===== src/rps_pkg.sv =====
`default_nettype none
package rps_pkg;
  // widths
  localparam int unsigned PC_W = 13;
  localparam int unsigned IW = 14;
  localparam int unsigned DW = 8;
  localparam int unsigned SP_W = 3;
  // program space vectors and wrap masks
  localparam logic [12:0] RESET_VEC = 13'h0000;
  localparam logic [12:0] INT_VEC = 13'h0004;
  localparam logic [12:0] MASK_SMALL = 13'h01FF;
  localparam logic [12:0] MASK_LARGE = 13'h07FF;
  // special instruction words
  localparam logic [13:0] WORD_NOP = 14'h0000;
  localparam logic [13:0] WORD_RETURN = 14'h0008;
  localparam logic [13:0] WORD_RETFIE = 14'h0009;
  // special register addresses within a bank
  localparam logic [6:0] A_INDF = 7'h00;
  localparam logic [6:0] A_PCL = 7'h02;
  localparam logic [6:0] A_STATUS = 7'h03;
  localparam logic [6:0] A_FSR = 7'h04;
  localparam logic [6:0] A_PCLATH = 7'h0A;
  // status bit positions and reset value
  localparam int unsigned B_C = 0;
  localparam int unsigned B_DC = 1;
  localparam int unsigned B_Z = 2;
  localparam int unsigned B_RP0 = 5;
  localparam logic [7:0] STATUS_RST = 8'h18;
  // apb register offsets and control bits
  localparam logic [11:0] OFF_CTRL = 12'h000;
  localparam logic [11:0] OFF_PC = 12'h004;
  localparam logic [11:0] OFF_CORE = 12'h008;
  localparam int unsigned C_RC = 0;
  localparam int unsigned C_LARGE = 1;
  localparam int unsigned C_IRQ = 2;
  // phases of one instruction cycle, gray order
  typedef enum logic [1:0] {
    PH_ONE = 2'h0, PH_TWO = 2'h1, PH_THREE = 2'h3, PH_FOUR = 2'h2
  } rps_phase_t;
  // arithmetic unit operations
  typedef enum logic [3:0] {
    ALU_PASS_A, ALU_PASS_B, ALU_ADD, ALU_SUB, ALU_AND, ALU_IOR, ALU_XOR, ALU_COM,
    ALU_INC, ALU_DEC, ALU_RRF, ALU_RLF, ALU_SWAP, ALU_CLR, ALU_BCLR, ALU_BSET
  } rps_alu_op_t;
endpackage : rps_pkg
`default_nettype wire


===== src/rps_alu_if.sv =====
`default_nettype none
interface rps_alu_if;
  rps_pkg::rps_alu_op_t op; // operation
  logic [7:0] a; // accumulator operand
  logic [7:0] b; // file or literal operand
  logic cin; // carry in for rotates
  logic [2:0] bsel; // bit index for bit ops
  logic [7:0] res; // result
  logic c; // carry / not borrow
  logic dc; // nibble carry / not nibble borrow
  logic z; // result is zero
  modport core (output op, a, b, cin, bsel, input res, c, dc, z);
  modport alu (input op, a, b, cin, bsel, output res, c, dc, z);
endinterface : rps_alu_if
`default_nettype wire


===== src/rps_alu.sv =====
`default_nettype none
module rps_alu (
  // operands in, result and flags out
  rps_alu_if.alu bus
);
  // operation classes feeding the adder
  wire logic is_sub = bus.op == rps_pkg::ALU_SUB;
  wire logic is_inc = bus.op == rps_pkg::ALU_INC;
  wire logic is_dec = bus.op == rps_pkg::ALU_DEC;
  // subtract as b + ~a + 1, so carry is inverted borrow
  wire logic [7:0] addend = is_sub ? ~bus.a : is_inc ? 8'h01 : is_dec ? 8'hFF : bus.a;
  wire logic [8:0] sum = {1'b0, bus.b} + {1'b0, addend} + {8'h00, is_sub};
  wire logic [4:0] nib = {1'b0, bus.b[3:0]} + {1'b0, addend[3:0]} + {4'h0, is_sub};
  wire logic [7:0] bit_mask = 8'h01 << bus.bsel;

  // result and carry selection
  always_comb begin
    bus.res = bus.b;
    bus.c = sum[8];
    unique case (bus.op)
      rps_pkg::ALU_PASS_A: bus.res = bus.a;
      rps_pkg::ALU_PASS_B: bus.res = bus.b;
      rps_pkg::ALU_ADD: bus.res = sum[7:0];
      rps_pkg::ALU_SUB: bus.res = sum[7:0];
      rps_pkg::ALU_INC: bus.res = sum[7:0];
      rps_pkg::ALU_DEC: bus.res = sum[7:0];
      rps_pkg::ALU_AND: bus.res = bus.a & bus.b;
      rps_pkg::ALU_IOR: bus.res = bus.a | bus.b;
      rps_pkg::ALU_XOR: bus.res = bus.a ^ bus.b;
      rps_pkg::ALU_COM: bus.res = ~bus.b;
      rps_pkg::ALU_RRF: begin // rotate right through carry
        bus.res = {bus.cin, bus.b[7:1]};
        bus.c = bus.b[0];
      end
      rps_pkg::ALU_RLF: begin // rotate left through carry
        bus.res = {bus.b[6:0], bus.cin};
        bus.c = bus.b[7];
      end
      rps_pkg::ALU_SWAP: bus.res = {bus.b[3:0], bus.b[7:4]};
      rps_pkg::ALU_CLR: bus.res = 8'h00;
      rps_pkg::ALU_BCLR: bus.res = bus.b & ~bit_mask;
      rps_pkg::ALU_BSET: bus.res = bus.b | bit_mask;
    endcase
  end

  // nibble carry and zero
  assign bus.dc = nib[4];
  assign bus.z = bus.res == 8'h00;
endmodule : rps_alu
`default_nettype wire


===== src/rps_core.sv =====
`default_nettype none
module rps_core (
  // clock and reset
  input wire logic CLK_I,
  input wire logic NRST_I,
  // master clear pin, active low, asynchronous
  input wire logic MASTER_CLEAR_N_I,
  // crystal-out pin carrying the cycle clock
  output logic CYCLE_CLK_O,
  // program memory
  output logic [12:0] PMEM_ADDR_O,
  input wire logic [13:0] PMEM_DATA_I,
  // data register file
  output logic [7:0] DMEM_ADDR_O,
  output logic DMEM_RE_O,
  input wire logic [7:0] DMEM_RDATA_I,
  output logic DMEM_WE_O,
  output logic [7:0] DMEM_WDATA_O,
  // apb slave
  input wire logic [11:0] PADDR_I,
  input wire logic PSEL_I,
  input wire logic PENABLE_I,
  input wire logic PWRITE_I,
  input wire logic [31:0] PWDATA_I,
  output logic [31:0] PRDATA_O,
  output logic PREADY_O,
  output logic PSLVERR_O
);
  // reset synchroniser
  logic [1:0] rst_sync_reg;
  // master clear synchroniser and core reset
  logic [1:0] master_clear_pin_sync_reg;
  logic core_rst_n_reg;
  // apb side state
  logic rc_reg; // rc oscillator mode
  logic large_reg; // 2k-word program memory variant
  logic irq_pend_reg; // interrupt request pending
  logic [31:0] prdata_reg;
  // sequencing state
  rps_pkg::rps_phase_t phase_reg;
  rps_pkg::rps_phase_t phase_next;
  logic cyc_clk_reg;
  logic [12:0] pc_reg; // program counter
  logic [12:0] fetch_addr_reg; // address being fetched
  logic [13:0] fetch_reg; // prefetched word
  logic [13:0] ir_reg; // instruction latch
  logic flush_reg; // discard prefetched word
  // execution state
  logic [7:0] dmem_addr_reg;
  logic [7:0] operand_reg;
  logic [7:0] result_reg;
  logic c_reg;
  logic dc_reg;
  logic z_reg;
  logic [7:0] w_reg; // working accumulator
  logic [7:0] status_reg;
  logic [7:0] status_next;
  logic [7:0] fsr_reg;
  logic [4:0] pclath_reg;
  // return stack
  logic [12:0] stack_mem [8];
  logic [2:0] sp_reg;
  // decoded controls
  rps_pkg::rps_alu_op_t dec_op;
  logic use_lit, rd_f, wr_f, wr_w, aff_z, aff_c, aff_dc;
  logic do_goto, do_call, do_ret, do_retlw, skip_z, skip_clr, skip_set;

  // release the asynchronous reset through two flops
  always_ff @(posedge CLK_I or negedge NRST_I) begin
    if (!NRST_I) begin
      rst_sync_reg <= 2'h0;
    end else begin
      rst_sync_reg <= {rst_sync_reg[0], 1'b1};
    end
  end
  wire logic rst_n = rst_sync_reg[1];

  // master clear pin sampled by two flops, then held as core reset
  always_ff @(posedge CLK_I or negedge rst_n) begin
    if (!rst_n) begin
      master_clear_pin_sync_reg <= 2'h0;
      core_rst_n_reg <= 1'b0;
    end else begin
      master_clear_pin_sync_reg <= {master_clear_pin_sync_reg[0], MASTER_CLEAR_N_I};
      core_rst_n_reg <= master_clear_pin_sync_reg[1];
    end
  end

  // apb decode
  wire logic apb_setup = PSEL_I && !PENABLE_I;
  wire logic apb_access = PSEL_I && PENABLE_I;
  wire logic hit_ctrl = PADDR_I == rps_pkg::OFF_CTRL;
  wire logic hit_pc = PADDR_I == rps_pkg::OFF_PC;
  wire logic hit_core = PADDR_I == rps_pkg::OFF_CORE;
  wire logic apb_mapped = hit_ctrl || hit_pc || hit_core;
  wire logic ctrl_wr = apb_access && PWRITE_I && hit_ctrl;
  wire logic [31:0] apb_rd_mux =
    hit_ctrl ? {29'h0000_0000, irq_pend_reg, large_reg, rc_reg} :
    hit_pc ? {3'h0, pc_reg, 3'h0, fetch_addr_reg} :
    hit_core ? {2'h0, ir_reg, status_reg, w_reg} : 32'h0000_0000;
  assign PREADY_O = 1'b1;
  assign PSLVERR_O = apb_access && !apb_mapped;
  assign PRDATA_O = prdata_reg;

  // sequencing strobes
  wire logic ph1 = phase_reg == rps_pkg::PH_ONE;
  wire logic ph2 = phase_reg == rps_pkg::PH_TWO;
  wire logic ph3 = phase_reg == rps_pkg::PH_THREE;
  wire logic ph4 = phase_reg == rps_pkg::PH_FOUR;

  // data address of the word entering the latch, bank or indirect
  wire logic [13:0] ir_in = flush_reg ? rps_pkg::WORD_NOP : fetch_reg;
  wire logic [7:0] daddr_in = (ir_in[6:0] == rps_pkg::A_INDF) ? fsr_reg :
                              {status_reg[rps_pkg::B_RP0], ir_in[6:0]};
  // special registers decoded in both banks
  wire logic [6:0] dlow = dmem_addr_reg[6:0];
  wire logic hit_indf = dlow == rps_pkg::A_INDF;
  wire logic hit_pcl = dlow == rps_pkg::A_PCL;
  wire logic hit_status = dlow == rps_pkg::A_STATUS;
  wire logic hit_fsr = dlow == rps_pkg::A_FSR;
  wire logic hit_pclath = dlow == rps_pkg::A_PCLATH;
  wire logic sfr_hit = hit_indf || hit_pcl || hit_status || hit_fsr || hit_pclath;
  wire logic [7:0] sfr_rd = hit_pcl ? fetch_addr_reg[7:0] : hit_status ? status_reg :
                            hit_fsr ? fsr_reg : hit_pclath ? {3'h0, pclath_reg} : 8'h00;

  // branch and redirect decisions
  wire logic bit_val = operand_reg[ir_reg[9:7]];
  wire logic skip_taken = (skip_z && z_reg) || (skip_clr && !bit_val) || (skip_set && bit_val);
  wire logic wr_pcl = wr_f && hit_pcl;
  wire logic take_branch = do_goto || do_call || do_ret || do_retlw || wr_pcl || skip_taken;
  wire logic irq_take = ph4 && irq_pend_reg && !take_branch;
  wire logic redirect = take_branch || irq_take;
  wire logic [12:0] stack_top = stack_mem[sp_reg - 3'h1];
  wire logic [12:0] jump_target = {pclath_reg[4:3], ir_reg[10:0]};
  wire logic [12:0] pc_target =
    irq_take ? rps_pkg::INT_VEC :
    (do_goto || do_call) ? jump_target :
    (do_ret || do_retlw) ? stack_top :
    wr_pcl ? {pclath_reg, result_reg} : pc_reg;
  wire logic [12:0] pmem_mask = large_reg ? rps_pkg::MASK_LARGE : rps_pkg::MASK_SMALL;
  wire logic flags_aff = aff_z || aff_c || aff_dc;

  // memory ports
  assign PMEM_ADDR_O = fetch_addr_reg;
  assign DMEM_ADDR_O = dmem_addr_reg;
  assign DMEM_RE_O = ph2 && rd_f && !sfr_hit;
  assign DMEM_WE_O = ph4 && wr_f && !sfr_hit;
  assign DMEM_WDATA_O = result_reg;
  assign CYCLE_CLK_O = cyc_clk_reg;

  // arithmetic unit hookup
  rps_alu_if alu_bus ();
  assign alu_bus.op = dec_op;
  assign alu_bus.a = w_reg;
  assign alu_bus.b = use_lit ? ir_reg[7:0] : operand_reg;
  assign alu_bus.cin = status_reg[rps_pkg::B_C];
  assign alu_bus.bsel = ir_reg[9:7];
  rps_alu u_alu (
    .bus(alu_bus)
  );

  // apb control register, interrupt request set wins over accept
  always_ff @(posedge CLK_I or negedge rst_n) begin
    if (!rst_n) begin
      rc_reg <= 1'b0;
      large_reg <= 1'b0;
      irq_pend_reg <= 1'b0;
      prdata_reg <= 32'h0000_0000;
    end else begin
      if (ctrl_wr) begin
        rc_reg <= PWDATA_I[rps_pkg::C_RC];
        large_reg <= PWDATA_I[rps_pkg::C_LARGE];
      end
      if (ctrl_wr && PWDATA_I[rps_pkg::C_IRQ]) begin
        irq_pend_reg <= 1'b1;
      end else if (irq_take) begin
        irq_pend_reg <= 1'b0;
      end
      if (apb_setup) begin
        prdata_reg <= apb_rd_mux;
      end
    end
  end

  // phase order one, two, three, four
  always_comb begin
    unique case (phase_reg)
      rps_pkg::PH_ONE: phase_next = rps_pkg::PH_TWO;
      rps_pkg::PH_TWO: phase_next = rps_pkg::PH_THREE;
      rps_pkg::PH_THREE: phase_next = rps_pkg::PH_FOUR;
      rps_pkg::PH_FOUR: phase_next = rps_pkg::PH_ONE;
    endcase
  end

  // divide by four and cycle clock, high in phases one and two
  always_ff @(posedge CLK_I or negedge core_rst_n_reg) begin
    if (!core_rst_n_reg) begin
      phase_reg <= rps_pkg::PH_ONE;
      cyc_clk_reg <= 1'b0;
    end else begin
      phase_reg <= phase_next;
      // only start a pulse at phase one, so enabling mid-cycle gives no runt
      cyc_clk_reg <= rc_reg && (phase_next == rps_pkg::PH_ONE ||
                                (phase_next == rps_pkg::PH_TWO && cyc_clk_reg));
    end
  end

  // fetch stage: pc, prefetch word, instruction latch
  always_ff @(posedge CLK_I or negedge core_rst_n_reg) begin
    if (!core_rst_n_reg) begin
      pc_reg <= rps_pkg::RESET_VEC;
      fetch_addr_reg <= rps_pkg::RESET_VEC;
      fetch_reg <= rps_pkg::WORD_NOP;
      ir_reg <= rps_pkg::WORD_NOP;
      flush_reg <= 1'b1;
      dmem_addr_reg <= 8'h00;
    end else begin
      if (ph1) begin
        ir_reg <= ir_in;
        dmem_addr_reg <= daddr_in;
        fetch_addr_reg <= pc_reg & pmem_mask;
        pc_reg <= pc_reg + 13'h0001;
        flush_reg <= 1'b0;
      end
      if (ph4) begin
        fetch_reg <= PMEM_DATA_I;
        if (redirect) begin
          pc_reg <= pc_target;
          flush_reg <= 1'b1;
        end
      end
    end
  end

  // operand read in phase two, alu result held in phase three
  always_ff @(posedge CLK_I or negedge core_rst_n_reg) begin
    if (!core_rst_n_reg) begin
      operand_reg <= 8'h00;
      result_reg <= 8'h00;
      c_reg <= 1'b0;
      dc_reg <= 1'b0;
      z_reg <= 1'b0;
    end else begin
      if (ph2) begin
        operand_reg <= sfr_hit ? sfr_rd : DMEM_RDATA_I;
      end
      if (ph3) begin
        result_reg <= alu_bus.res;
        c_reg <= alu_bus.c;
        dc_reg <= alu_bus.dc;
        z_reg <= alu_bus.z;
      end
    end
  end

  // status next value: flag ops mask writes, timeout/powerdown read only
  always_comb begin
    status_next = status_reg;
    if (wr_f && hit_status) begin
      status_next = {result_reg[7:5], status_reg[4:3],
                     flags_aff ? status_reg[2:0] : result_reg[2:0]};
    end
    if (aff_z) begin
      status_next[rps_pkg::B_Z] = z_reg;
    end
    if (aff_c) begin
      status_next[rps_pkg::B_C] = c_reg;
    end
    if (aff_dc) begin
      status_next[rps_pkg::B_DC] = dc_reg;
    end
  end

  // destination write in phase four
  always_ff @(posedge CLK_I or negedge core_rst_n_reg) begin
    if (!core_rst_n_reg) begin
      w_reg <= 8'h00;
      status_reg <= rps_pkg::STATUS_RST;
      fsr_reg <= 8'h00;
      pclath_reg <= 5'h00;
    end else if (ph4) begin
      if (wr_w) begin
        w_reg <= result_reg;
      end
      status_reg <= status_next;
      if (wr_f && hit_fsr) begin
        fsr_reg <= result_reg;
      end
      if (wr_f && hit_pclath) begin
        pclath_reg <= result_reg[4:0];
      end
    end
  end

  // return stack pointer, wraps after eight levels
  always_ff @(posedge CLK_I or negedge core_rst_n_reg) begin
    if (!core_rst_n_reg) begin
      sp_reg <= 3'h0;
    end else if (ph4 && (do_call || irq_take)) begin
      sp_reg <= sp_reg + 3'h1;
    end else if (ph4 && (do_ret || do_retlw)) begin
      sp_reg <= sp_reg - 3'h1;
    end
  end

  // stack storage, return address is the discarded fetch
  always_ff @(posedge CLK_I) begin
    if (ph4 && (do_call || irq_take)) begin
      stack_mem[sp_reg] <= fetch_addr_reg;
    end
  end

  // instruction decode
  always_comb begin
    dec_op = rps_pkg::ALU_PASS_B;
    {use_lit, rd_f, wr_f, wr_w, aff_z, aff_c, aff_dc} = 7'h00;
    {do_goto, do_call, do_ret, do_retlw, skip_z, skip_clr, skip_set} = 7'h00;
    unique case (ir_reg[13:12])
      2'h0: begin // byte ops on a file register
        rd_f = ir_reg[11:9] != 3'h0;
        wr_f = ir_reg[7];
        wr_w = !ir_reg[7];
        aff_z = 1'b1;
        unique case (ir_reg[11:8])
          4'h0: begin // store accumulator, or control words
            dec_op = rps_pkg::ALU_PASS_A;
            wr_w = 1'b0;
            aff_z = 1'b0;
            do_ret = ir_reg == rps_pkg::WORD_RETURN || ir_reg == rps_pkg::WORD_RETFIE;
          end
          4'h1: dec_op = rps_pkg::ALU_CLR;
          4'h2: begin
            dec_op = rps_pkg::ALU_SUB;
            {aff_c, aff_dc} = 2'h3;
          end
          4'h3: dec_op = rps_pkg::ALU_DEC;
          4'h4: dec_op = rps_pkg::ALU_IOR;
          4'h5: dec_op = rps_pkg::ALU_AND;
          4'h6: dec_op = rps_pkg::ALU_XOR;
          4'h7: begin
            dec_op = rps_pkg::ALU_ADD;
            {aff_c, aff_dc} = 2'h3;
          end
          4'h8: dec_op = rps_pkg::ALU_PASS_B;
          4'h9: dec_op = rps_pkg::ALU_COM;
          4'hA: dec_op = rps_pkg::ALU_INC;
          4'hB: begin // decrement, skip if zero
            dec_op = rps_pkg::ALU_DEC;
            {aff_z, skip_z} = 2'h1;
          end
          4'hC: begin
            dec_op = rps_pkg::ALU_RRF;
            {aff_z, aff_c} = 2'h1;
          end
          4'hD: begin
            dec_op = rps_pkg::ALU_RLF;
            {aff_z, aff_c} = 2'h1;
          end
          4'hE: begin
            dec_op = rps_pkg::ALU_SWAP;
            aff_z = 1'b0;
          end
          4'hF: begin // increment, skip if zero
            dec_op = rps_pkg::ALU_INC;
            {aff_z, skip_z} = 2'h1;
          end
        endcase
      end
      2'h1: begin // bit clear, set and tests
        rd_f = 1'b1;
        unique case (ir_reg[11:10])
          2'h0: begin // bit clear
            dec_op = rps_pkg::ALU_BCLR;
            wr_f = 1'b1;
          end
          2'h1: begin // bit set
            dec_op = rps_pkg::ALU_BSET;
            wr_f = 1'b1;
          end
          2'h2: skip_clr = 1'b1;
          2'h3: skip_set = 1'b1;
        endcase
      end
      2'h2: begin // goto or call
        do_goto = ir_reg[11];
        do_call = !ir_reg[11];
      end
      2'h3: begin // literal ops into the accumulator
        use_lit = 1'b1;
        wr_w = 1'b1;
        unique casez (ir_reg[11:8])
          4'b00??: dec_op = rps_pkg::ALU_PASS_B;
          4'b01??: do_retlw = 1'b1;
          4'b1000: begin
            dec_op = rps_pkg::ALU_IOR;
            aff_z = 1'b1;
          end
          4'b1001: begin
            dec_op = rps_pkg::ALU_AND;
            aff_z = 1'b1;
          end
          4'b1010: begin
            dec_op = rps_pkg::ALU_XOR;
            aff_z = 1'b1;
          end
          4'b1011: wr_w = 1'b0;
          4'b110?: begin
            dec_op = rps_pkg::ALU_SUB;
            {aff_z, aff_c, aff_dc} = 3'h7;
          end
          4'b111?: begin
            dec_op = rps_pkg::ALU_ADD;
            {aff_z, aff_c, aff_dc} = 3'h7;
          end
        endcase
      end
    endcase
  end
endmodule : rps_core
`default_nettype wire


===== config.mk =====
export PLATFORM = sky130hd
export DESIGN_NAME = rps_core
export DESIGN_NICKNAME = d
export VERILOG_FILES = /design/src/rps_pkg.sv /design/src/rps_alu_if.sv /design/src/rps_alu.sv /design/src/rps_core.sv
export SDC_FILE = /design/constraint.sdc
export NUM_CORES = 1
export LEC_CHECK = 0
export ABC_AREA = 1
export BUFFER_PORTS_ARGS = -buffer_cell sky130_fd_sc_hd__clkbuf_2
export CAP_MARGIN = 20
export CORE_MARGIN = 3
export CORE_UTILIZATION = 50
export DETAILED_ROUTE_END_ITERATION = 16
export PLACE_DENSITY_LB_ADDON = 0.12
export SLEW_MARGIN = 15
export SYNTH_ARGS = -nofsm -noshare
export SYNTH_HDL_FRONTEND = slang
export SYNTH_HIERARCHICAL = 1
export SYNTH_SLANG_ARGS = --single-unit

===== constraint.sdc =====
create_clock -name CLK_I -period 4.5 [get_ports CLK_I]
set_clock_uncertainty 0.2 [all_clocks]
set_input_delay 0.45 -clock CLK_I [delete_from_list [all_inputs] [get_ports CLK_I]]
set_output_delay 0.45 -clock CLK_I [all_outputs]
set_load 0.1 [all_outputs]

==> results of run 1 <==
## layer usage
layer	global-route usage (%)	up-vias	share of wire [%]
li1	-	5762	-
met2	49.4	479	47
met1	42.1	5811	44
met5	0	-	0
met3	4.58	61	7.6
met4	6.08	0	1.8
## how the worst max path moves through the flow
| stage | start | end | slack (ns) | depth (start not counted) |
|---|---|---|---|---|
| CTS | ir_reg[13] | z_reg | 0.15 | 25 |
| detailed placement | ir_reg[13] | c_reg | 0.17 | 21 |
| global route | ir_reg[13] | z_reg | 0.01 | 25 |
| floorplan | DMEM_ADDR_O[3] | DMEM_RE_O | -0.10 | 8 |
| global placement | ir_reg[13] | z_reg | 0.21 | 23 |
| finish | ir_reg[9] | z_reg | 0.37 | 24 |
## area by class of cell
type                            instances  share of cell area (%)
Sequential cell                       238                    42.3
Timing Repair Buffer                  176                    7.36
Inverter                              159                    3.94
Multi-Input combinational cell       1211                    37.8
Clock buffer                           32                    4.72
Tap cell                              330                    2.73
Clock inverter                         16                    1.12
## timing repair
item                                    CTS  global route
hold buffers                             20             0
hold endpoints to repair                 21             0
gates resized for setup                   0            10
endpoints found under the setup margin    0             4
setup buffers                             0             0
## where the power goes
| group | total [mW] | internal (mW) | switching [mW] |
|---|---|---|---|
| Sequential | 3.26 | 2.67 | 0.589 |
| Combinational | 4.61 | 1.26 | 3.35 |
| Clock | 2.17 | 1.26 | 0.918 |
| Total | 10.0 | 5.18 | 4.86 |
## stage by stage
stage | hold WS, ns | util (%)
after floorplan | -0.0456 | -
after global placement | 0.0378 | 55.2
after detailed placement | 0.0416 | 55.2
after CTS | 0.00328 | 59.4
after global routing | 0.0108 | 59.6
final | 0.0204 | 59.6
## cells in the final DEF (no fill, tap or decap), types with 14 or more instances in the layout
master | netlist | routed
inv_1 | 152 | 151
o211ai_1 | 21 | 21
a21oi_1 | 61 | 60
nand4_1 | 30 | 30
edfxtp_1 | 88 | 88
buf_4 | 12 | 53
nor3_1 | 16 | 16
dfrtp_1 | 149 | 147
clkbuf_16 | 0 | 27
clkbuf_2 | 0 | 103
dlygate4sd3_1 | 0 | 20
nor2_1 | 131 | 130
o21ai_0 | 115 | 114
ha_1 | 15 | 14
nand3_1 | 175 | 174
nand2_1 | 559 | 559
## cell families after synthesis
group                    count (synthesis)  synth area share, %
multiplexers                             3                0.260
AO/OA/AOI/OAI                          226                 9.63
flip-flops                             238                 49.2
other                                    2               0.0578
buffers and inverters                  231                 7.23
adder cells (fa/ha/maj)                 17                 1.75
AND/OR/NAND/NOR                        943                 30.8
XOR/XNOR                                16                 1.08
## worst max-delay path: stages (launching register included)
cell	delay, ns
dfrtp_1	0.47
buf_4	0.22
nor2_1	0.09
a21oi_1	0.12
nand3_1	0.09
nand2_1	0.11
a31oi_4	0.11
inv_1	0.09
buf_4	0.14
nand2_1	0.11
nor2_1	0.38
nor2_1	0.08
o22ai_1	0.22
inv_1	0.09
fa_1	0.43
o21ai_2	0.19
nand3_1	0.12
nand2_1	0.08
nand2_1	0.07
nand3_1	0.07
nand4_1	0.13
nor2_1	0.12
nand2_1	0.07
nor2_1	0.09
mux2_2	0.14
==> flow_metrics.py, run 1 <==
metrics = {
    "place": {
        "io_buffers": 103,
        "placed_area_um2": 14000,
        "pre_cts_ws_ns": 0.173,
        "dp_hpwl_um": 31100,
        "gp_congestion": 0.957,
        "dp_cells": 2094,
    },
    "die": {
        "die_w_um": 167,
        "io-pin-count": 138,
        "die-height_um": 167,
        "core_um2": 25400,
        "initial_core_util_pct": 51.2,
        "dieArea_um2": 28000,
        "rows": 58,
    },
    "logic_synthesis": {
        "synth_area_leaders": "dfrtp_1 29%, edfxtp_1 20%, nand2_1 16%",
        "synth_top_area_share_pct": 28.7,
        "synth_edf_count": 88,
        "ys_ff_latch": 238,
        "synthMostInstantiatedCell": "nand2_1",
        "ys_seq_area_share_pct": 49.2,
        "netlist_instances": 1676,
        "synth_cell_types": 49,
        "syn_area_um2": 13000,
        "synthArstFlopShare_pct": 63.0,
        "ys_warn_count": 6,
        "syn_area_per_cell_um2": 7.76,
        "synthTopCellsByCount": "559 x nand2_1, 175 x nand3_1, 152 x inv_1",
        "ys.flop_type": "dfrtp_1",
        "synth_largest_area_cell": "dfrtp_1",
    },
    "pwr": {
        "vdd_ir_drop_max_mv": 0.728,
        "powerDensity_nw_per_um2": 663,
        "leakage_nw": 7.21,
        "power_mw": 10.0,
    },
    "final_layout": {
        "regArea_um2": 6400,
        "final_nets": 1901,
        "areaGrowthSynthToFinish_pct": 16.4,
        "top_register": "stack_mem",
        "multi_input_area_um2": 5730,
        "n_fill_cell": 2354,
        "layoutNonFillerInstCount": 2162,
        "largest_reg_flops": 88,
        "layout-drive-gt1-share_pct": 13.5,
        "diodes": 0,
        "design_area_um2": 15100,
    },
    "route": {
        "routed_via_density": 5.60,
        "ant_nets": 0,
        "post_drt_wl_per_cell_um": 19.6,
        "wirelength_um": 42500,
        "drc_errors": 0,
        "num_vias": 12113,
        "first_iter_violations": 1037,
        "dr.pass1.iters": 5,
    },
    "clocking": {
        "htreeDepth": 1,
        "clkTransAtPathRegs_ns": 0.06,
        "cts_buffers": 26,
        "clkSinkCount": 238,
        "insertion_delay_ns": 0.56,
        "cts_buffer_depth": 3,
        "clockRootBuffer": "clkbuf_16",
        "tritoncts": "done",
    },
    "outcome": {
        "status": "completed",
    },
    "sta": {
        "finalWorstSetupSlack_ns": 0.372,
        "worstMarginPinSlew_ns": 0.978,
        "rsz0062_at_grt": "false",
        "drv_slew": 0,
        "period_share_pct": 91.7,
        "tns_ns": 0,
        "finalSetupViolCount": 0,
        "max_freq_ghz": 0.242,
        "fin_crit_ns": 4.13,
        "hold_viol": 0,
        "maxSlewHeadroom_pct": 34.1,
    },
    "global_routing": {
        "grt_remaining_overflow": 0,
        "grt_first_pass_wirelength_um": 65900,
        "grt_max_degree": 48,
        "grtUsageTotal_pct": 29.8,
        "antenna_found_initial": 0,
        "grt_pass1_vias": 11335,
    },
    "setup_path": {
        "path_max_fanout": 8,
        "r2r_setup_slack_ns": 0.37,
        "rr_startpoint": "ir_reg[9]",
        "crit_path_end_kind": "flip-flop",
        "critPathKind": "flip-flop to flip-flop",
        "reg2regPathDepth": 24,
        "r2r_end": "z_reg",
        "start_kind": "flip-flop",
        "crit_arrival_ns": 4.40,
        "worstPathRequired_ns": 4.77,
    },
    "job": {
        "max-cap-violations": 0,
    },
    "worst_hold_path": {
        "hp-class": "input port to asynchronous set/reset pin",
    },
}
(Power assumes the default switching activity.)
==> inputs of run 2 (changes only) <==
==> constraint.sdc (replaced) <==
create_clock -name CLK_I -period 3.9 [get_ports CLK_I]
set_clock_uncertainty 0.2 [all_clocks]
set_input_delay 0.39 -clock CLK_I [delete_from_list [all_inputs] [get_ports CLK_I]]
set_output_delay 0.39 -clock CLK_I [all_outputs]
set_load 0.1 [all_outputs]
==> flow_metrics.py, run 2 (synthesis gave the netlist of run 1 again) <==
metrics = {
    "die": {
        "die_w_um": 167,
        "dieArea_um2": 28000,
        "core_um2": 25400,
        "io-pin-count": 138,
        "die-height_um": 167,
        "initial_core_util_pct": 51.2,
        "rows": 58,
    },
    "sta": {
        "rsz0062_at_grt": "true",
        "hold_viol": 0,
        "maxSlewHeadroom_pct": 31.2,
        "drv_slew": 0,
        "fin_crit_ns": 3.81,
        "max_freq_ghz": 0.263,
        "period_share_pct": 97.6,
        "tns_ns": 0,
        "worstMarginPinSlew_ns": 1.03,
        "finalSetupViolCount": 0,
    },
    "clocking": {
        "tritoncts": "done",
        "htreeDepth": 1,
        "cts_buffer_depth": 3,
        "clkTransAtPathRegs_ns": 0.06,
        "clkSinkCount": 238,
        "cts_buffers": 26,
        "insertion_delay_ns": 0.55,
        "clockRootBuffer": "clkbuf_16",
    },
    "setup_path": {
        "crit_chain": "inv_2 -> ha_4 -> inv_2 -> nor2_4 -> inv_2 -> a21oi_4 -> nand2_2 -> nand2_2 -> o21ai_2 -> inv_1 -> nand3_1 -> o21ai_1 -> inv_1 -> fa_2 -> fa_2 -> o21ai_4 -> nand3_2 -> nand3_1 -> nand3_2 -> nand4_1 -> nor2_1 -> nand2_1 -> nor2_1 -> mux2_2",
        "cpMaxStageDelayCell": "dfrtp_1",
        "slowest_delay_ns": 0.41,
        "worstPathRequired_ns": 4.12,
        "start_kind": "flip-flop",
        "cp_common_cell": "inv_2",
        "critPathKind": "flip-flop to flip-flop",
        "crit_path_end_kind": "flip-flop",
        "crit_arrival_ns": 4.02,
        "path_max_fanout": 5,
    },
    "job": {
        "max-cap-violations": 0,
    },
    "final_layout": {
        "diodes": 0,
        "layout-drive-gt1-share_pct": 18.9,
        "layoutNonFillerInstCount": 2233,
        "final_cell_mix": "550 x nand2_1, 171 x nand3_1, 145 x inv_1",
        "final_common_cell": "nand2_1",
        "design_area_um2": 16000,
        "fin_util_pct": 62.8,
        "areaGrowthSynthToFinish_pct": 22.7,
        "final_nets": 1972,
        "top_register": "stack_mem",
        "largest_reg_flops": 88,
    },
    "outcome": {
        "status": "completed",
    },
    "route": {
        "num_vias": 12272,
        "routed_via_density": 5.50,
        "drc_errors": 0,
        "post_drt_wl_per_cell_um": 19.1,
        "wirelength_um": 42700,
        "dr.pass1.iters": 5,
        "first_iter_violations": 1103,
        "ant_nets": 0,
    },
    "pwr": {
        "powerDensity_nw_per_um2": 770,
        "vdd_ir_drop_max_mv": 0.746,
        "leakage_nw": 7.61,
        "power_mw": 12.3,
    },
    "place": {
        "gp_congestion": 0.963,
        "dp_cells": 2150,
        "dp_hpwl_um": 31200,
        "placed_area_um2": 14400,
        "io_buffers": 103,
    },
    "global_routing": {
        "grt_pass1_vias": 11926,
        "grt_max_degree": 114,
        "grt_remaining_overflow": 0,
        "grt_first_pass_wirelength_um": 66600,
        "antenna_found_initial": 0,
        "grtUsageTotal_pct": 30.1,
    },
    "worst_hold_path": {
        "hp-class": "input port to flip-flop",
    },
}
-- run 2: cell count changes in the layout (fill, tap and decap cells not counted), moves of 5 or more --
cell	delta
a21oi_1	-5
buf_4	+60
dlygate4sd3_1	+6
inv_1	-6
inv_2	+5
nand2_1	-9
nand2_2	+9
nor2_1	-9
nor2_4	+5
o21ai_0	-10
o21ai_1	+9
-- run 2: critical path: cells and delay by family, from the launching register on --
family                     cells  cell delay [ns]
and+or+nand+nor               11             0.86
DFF                            1             0.41
buffers and inverters          5             0.40
adders and majority gates      3             0.98
AOI/OAI and AO/OA              4             0.56
muxes                          1             0.24
-- run 2: area by class of cell --
| cell class | instances | area, um2 |
|---|---|---|
| Multi-Input combinational cell | 1211 | 5880 |
| Timing Repair Buffer | 247 | 1690 |
| Clock buffer | 30 | 686 |
| Sequential cell | 238 | 6410 |
| Clock inverter | 18 | 264 |
| Inverter | 159 | 609 |
| Fill cell | 2319 | 9450 |
| Tap cell | 330 | 413 |
-- run 2: stage by stage --
step | hold slack (ns) | setup WS [ns]
floorplan | -0.106 | -0.644
global placement | -0.0215 | -0.139
detailed placement | -0.0166 | -0.232
CTS | 0.0139 | 0.00319
global route | 0.0517 | -0.181
finish | 0.0206 | 0.0939
-- run 2: what timing repair did --
item                                    CTS  global route
buffers inserted                          0             9
endpoints found under the hold margin    26             0
gates resized for setup                  13            70
endpoints found under the setup margin    6             9
hold buffers                             26             0
pin swaps                                 1            28
-- run 2: metal layers --
layer | share of wire (%) | track usage (%) | vias to the layer above | wire [um]
met2 | 47 | 49.3 | 449 | 20000
li1 | - | - | 5901 | -
met5 | 0 | 0 | - | 0
met4 | 3.1 | 8.86 | 0 | 1330
met1 | 43 | 42.1 | 5849 | 18400
met3 | 6.9 | 4.23 | 73 | 2940
-- run 2: worst paths after layout --
kind	from	endpoint	slack, ns	cells past startpoint
worst max-delay path	ir_reg[13]	z_reg	0.09	24
worst min-delay path	DMEM_RDATA_I[0]	operand_reg[0]	0.02	5
worst max register to register	ir_reg[13]	z_reg	0.09	24
worst min register to register	rst_sync_reg[1]	master_clear_pin_sync_reg[0]	0.09	1
max in group asynchronous	core_rst_n_reg	alu_bus.a[5]	2.70	1
min in group asynchronous	rst_sync_reg[1]	master_clear_pin_sync_reg[0]	0.09	1
-- run 2: where the power goes --
group          leakage (nW)  internal, mW  switching [mW]
clock                 0.460          1.66            1.05
sequential             2.68          3.08           0.643
combinational          4.47          1.82            4.02
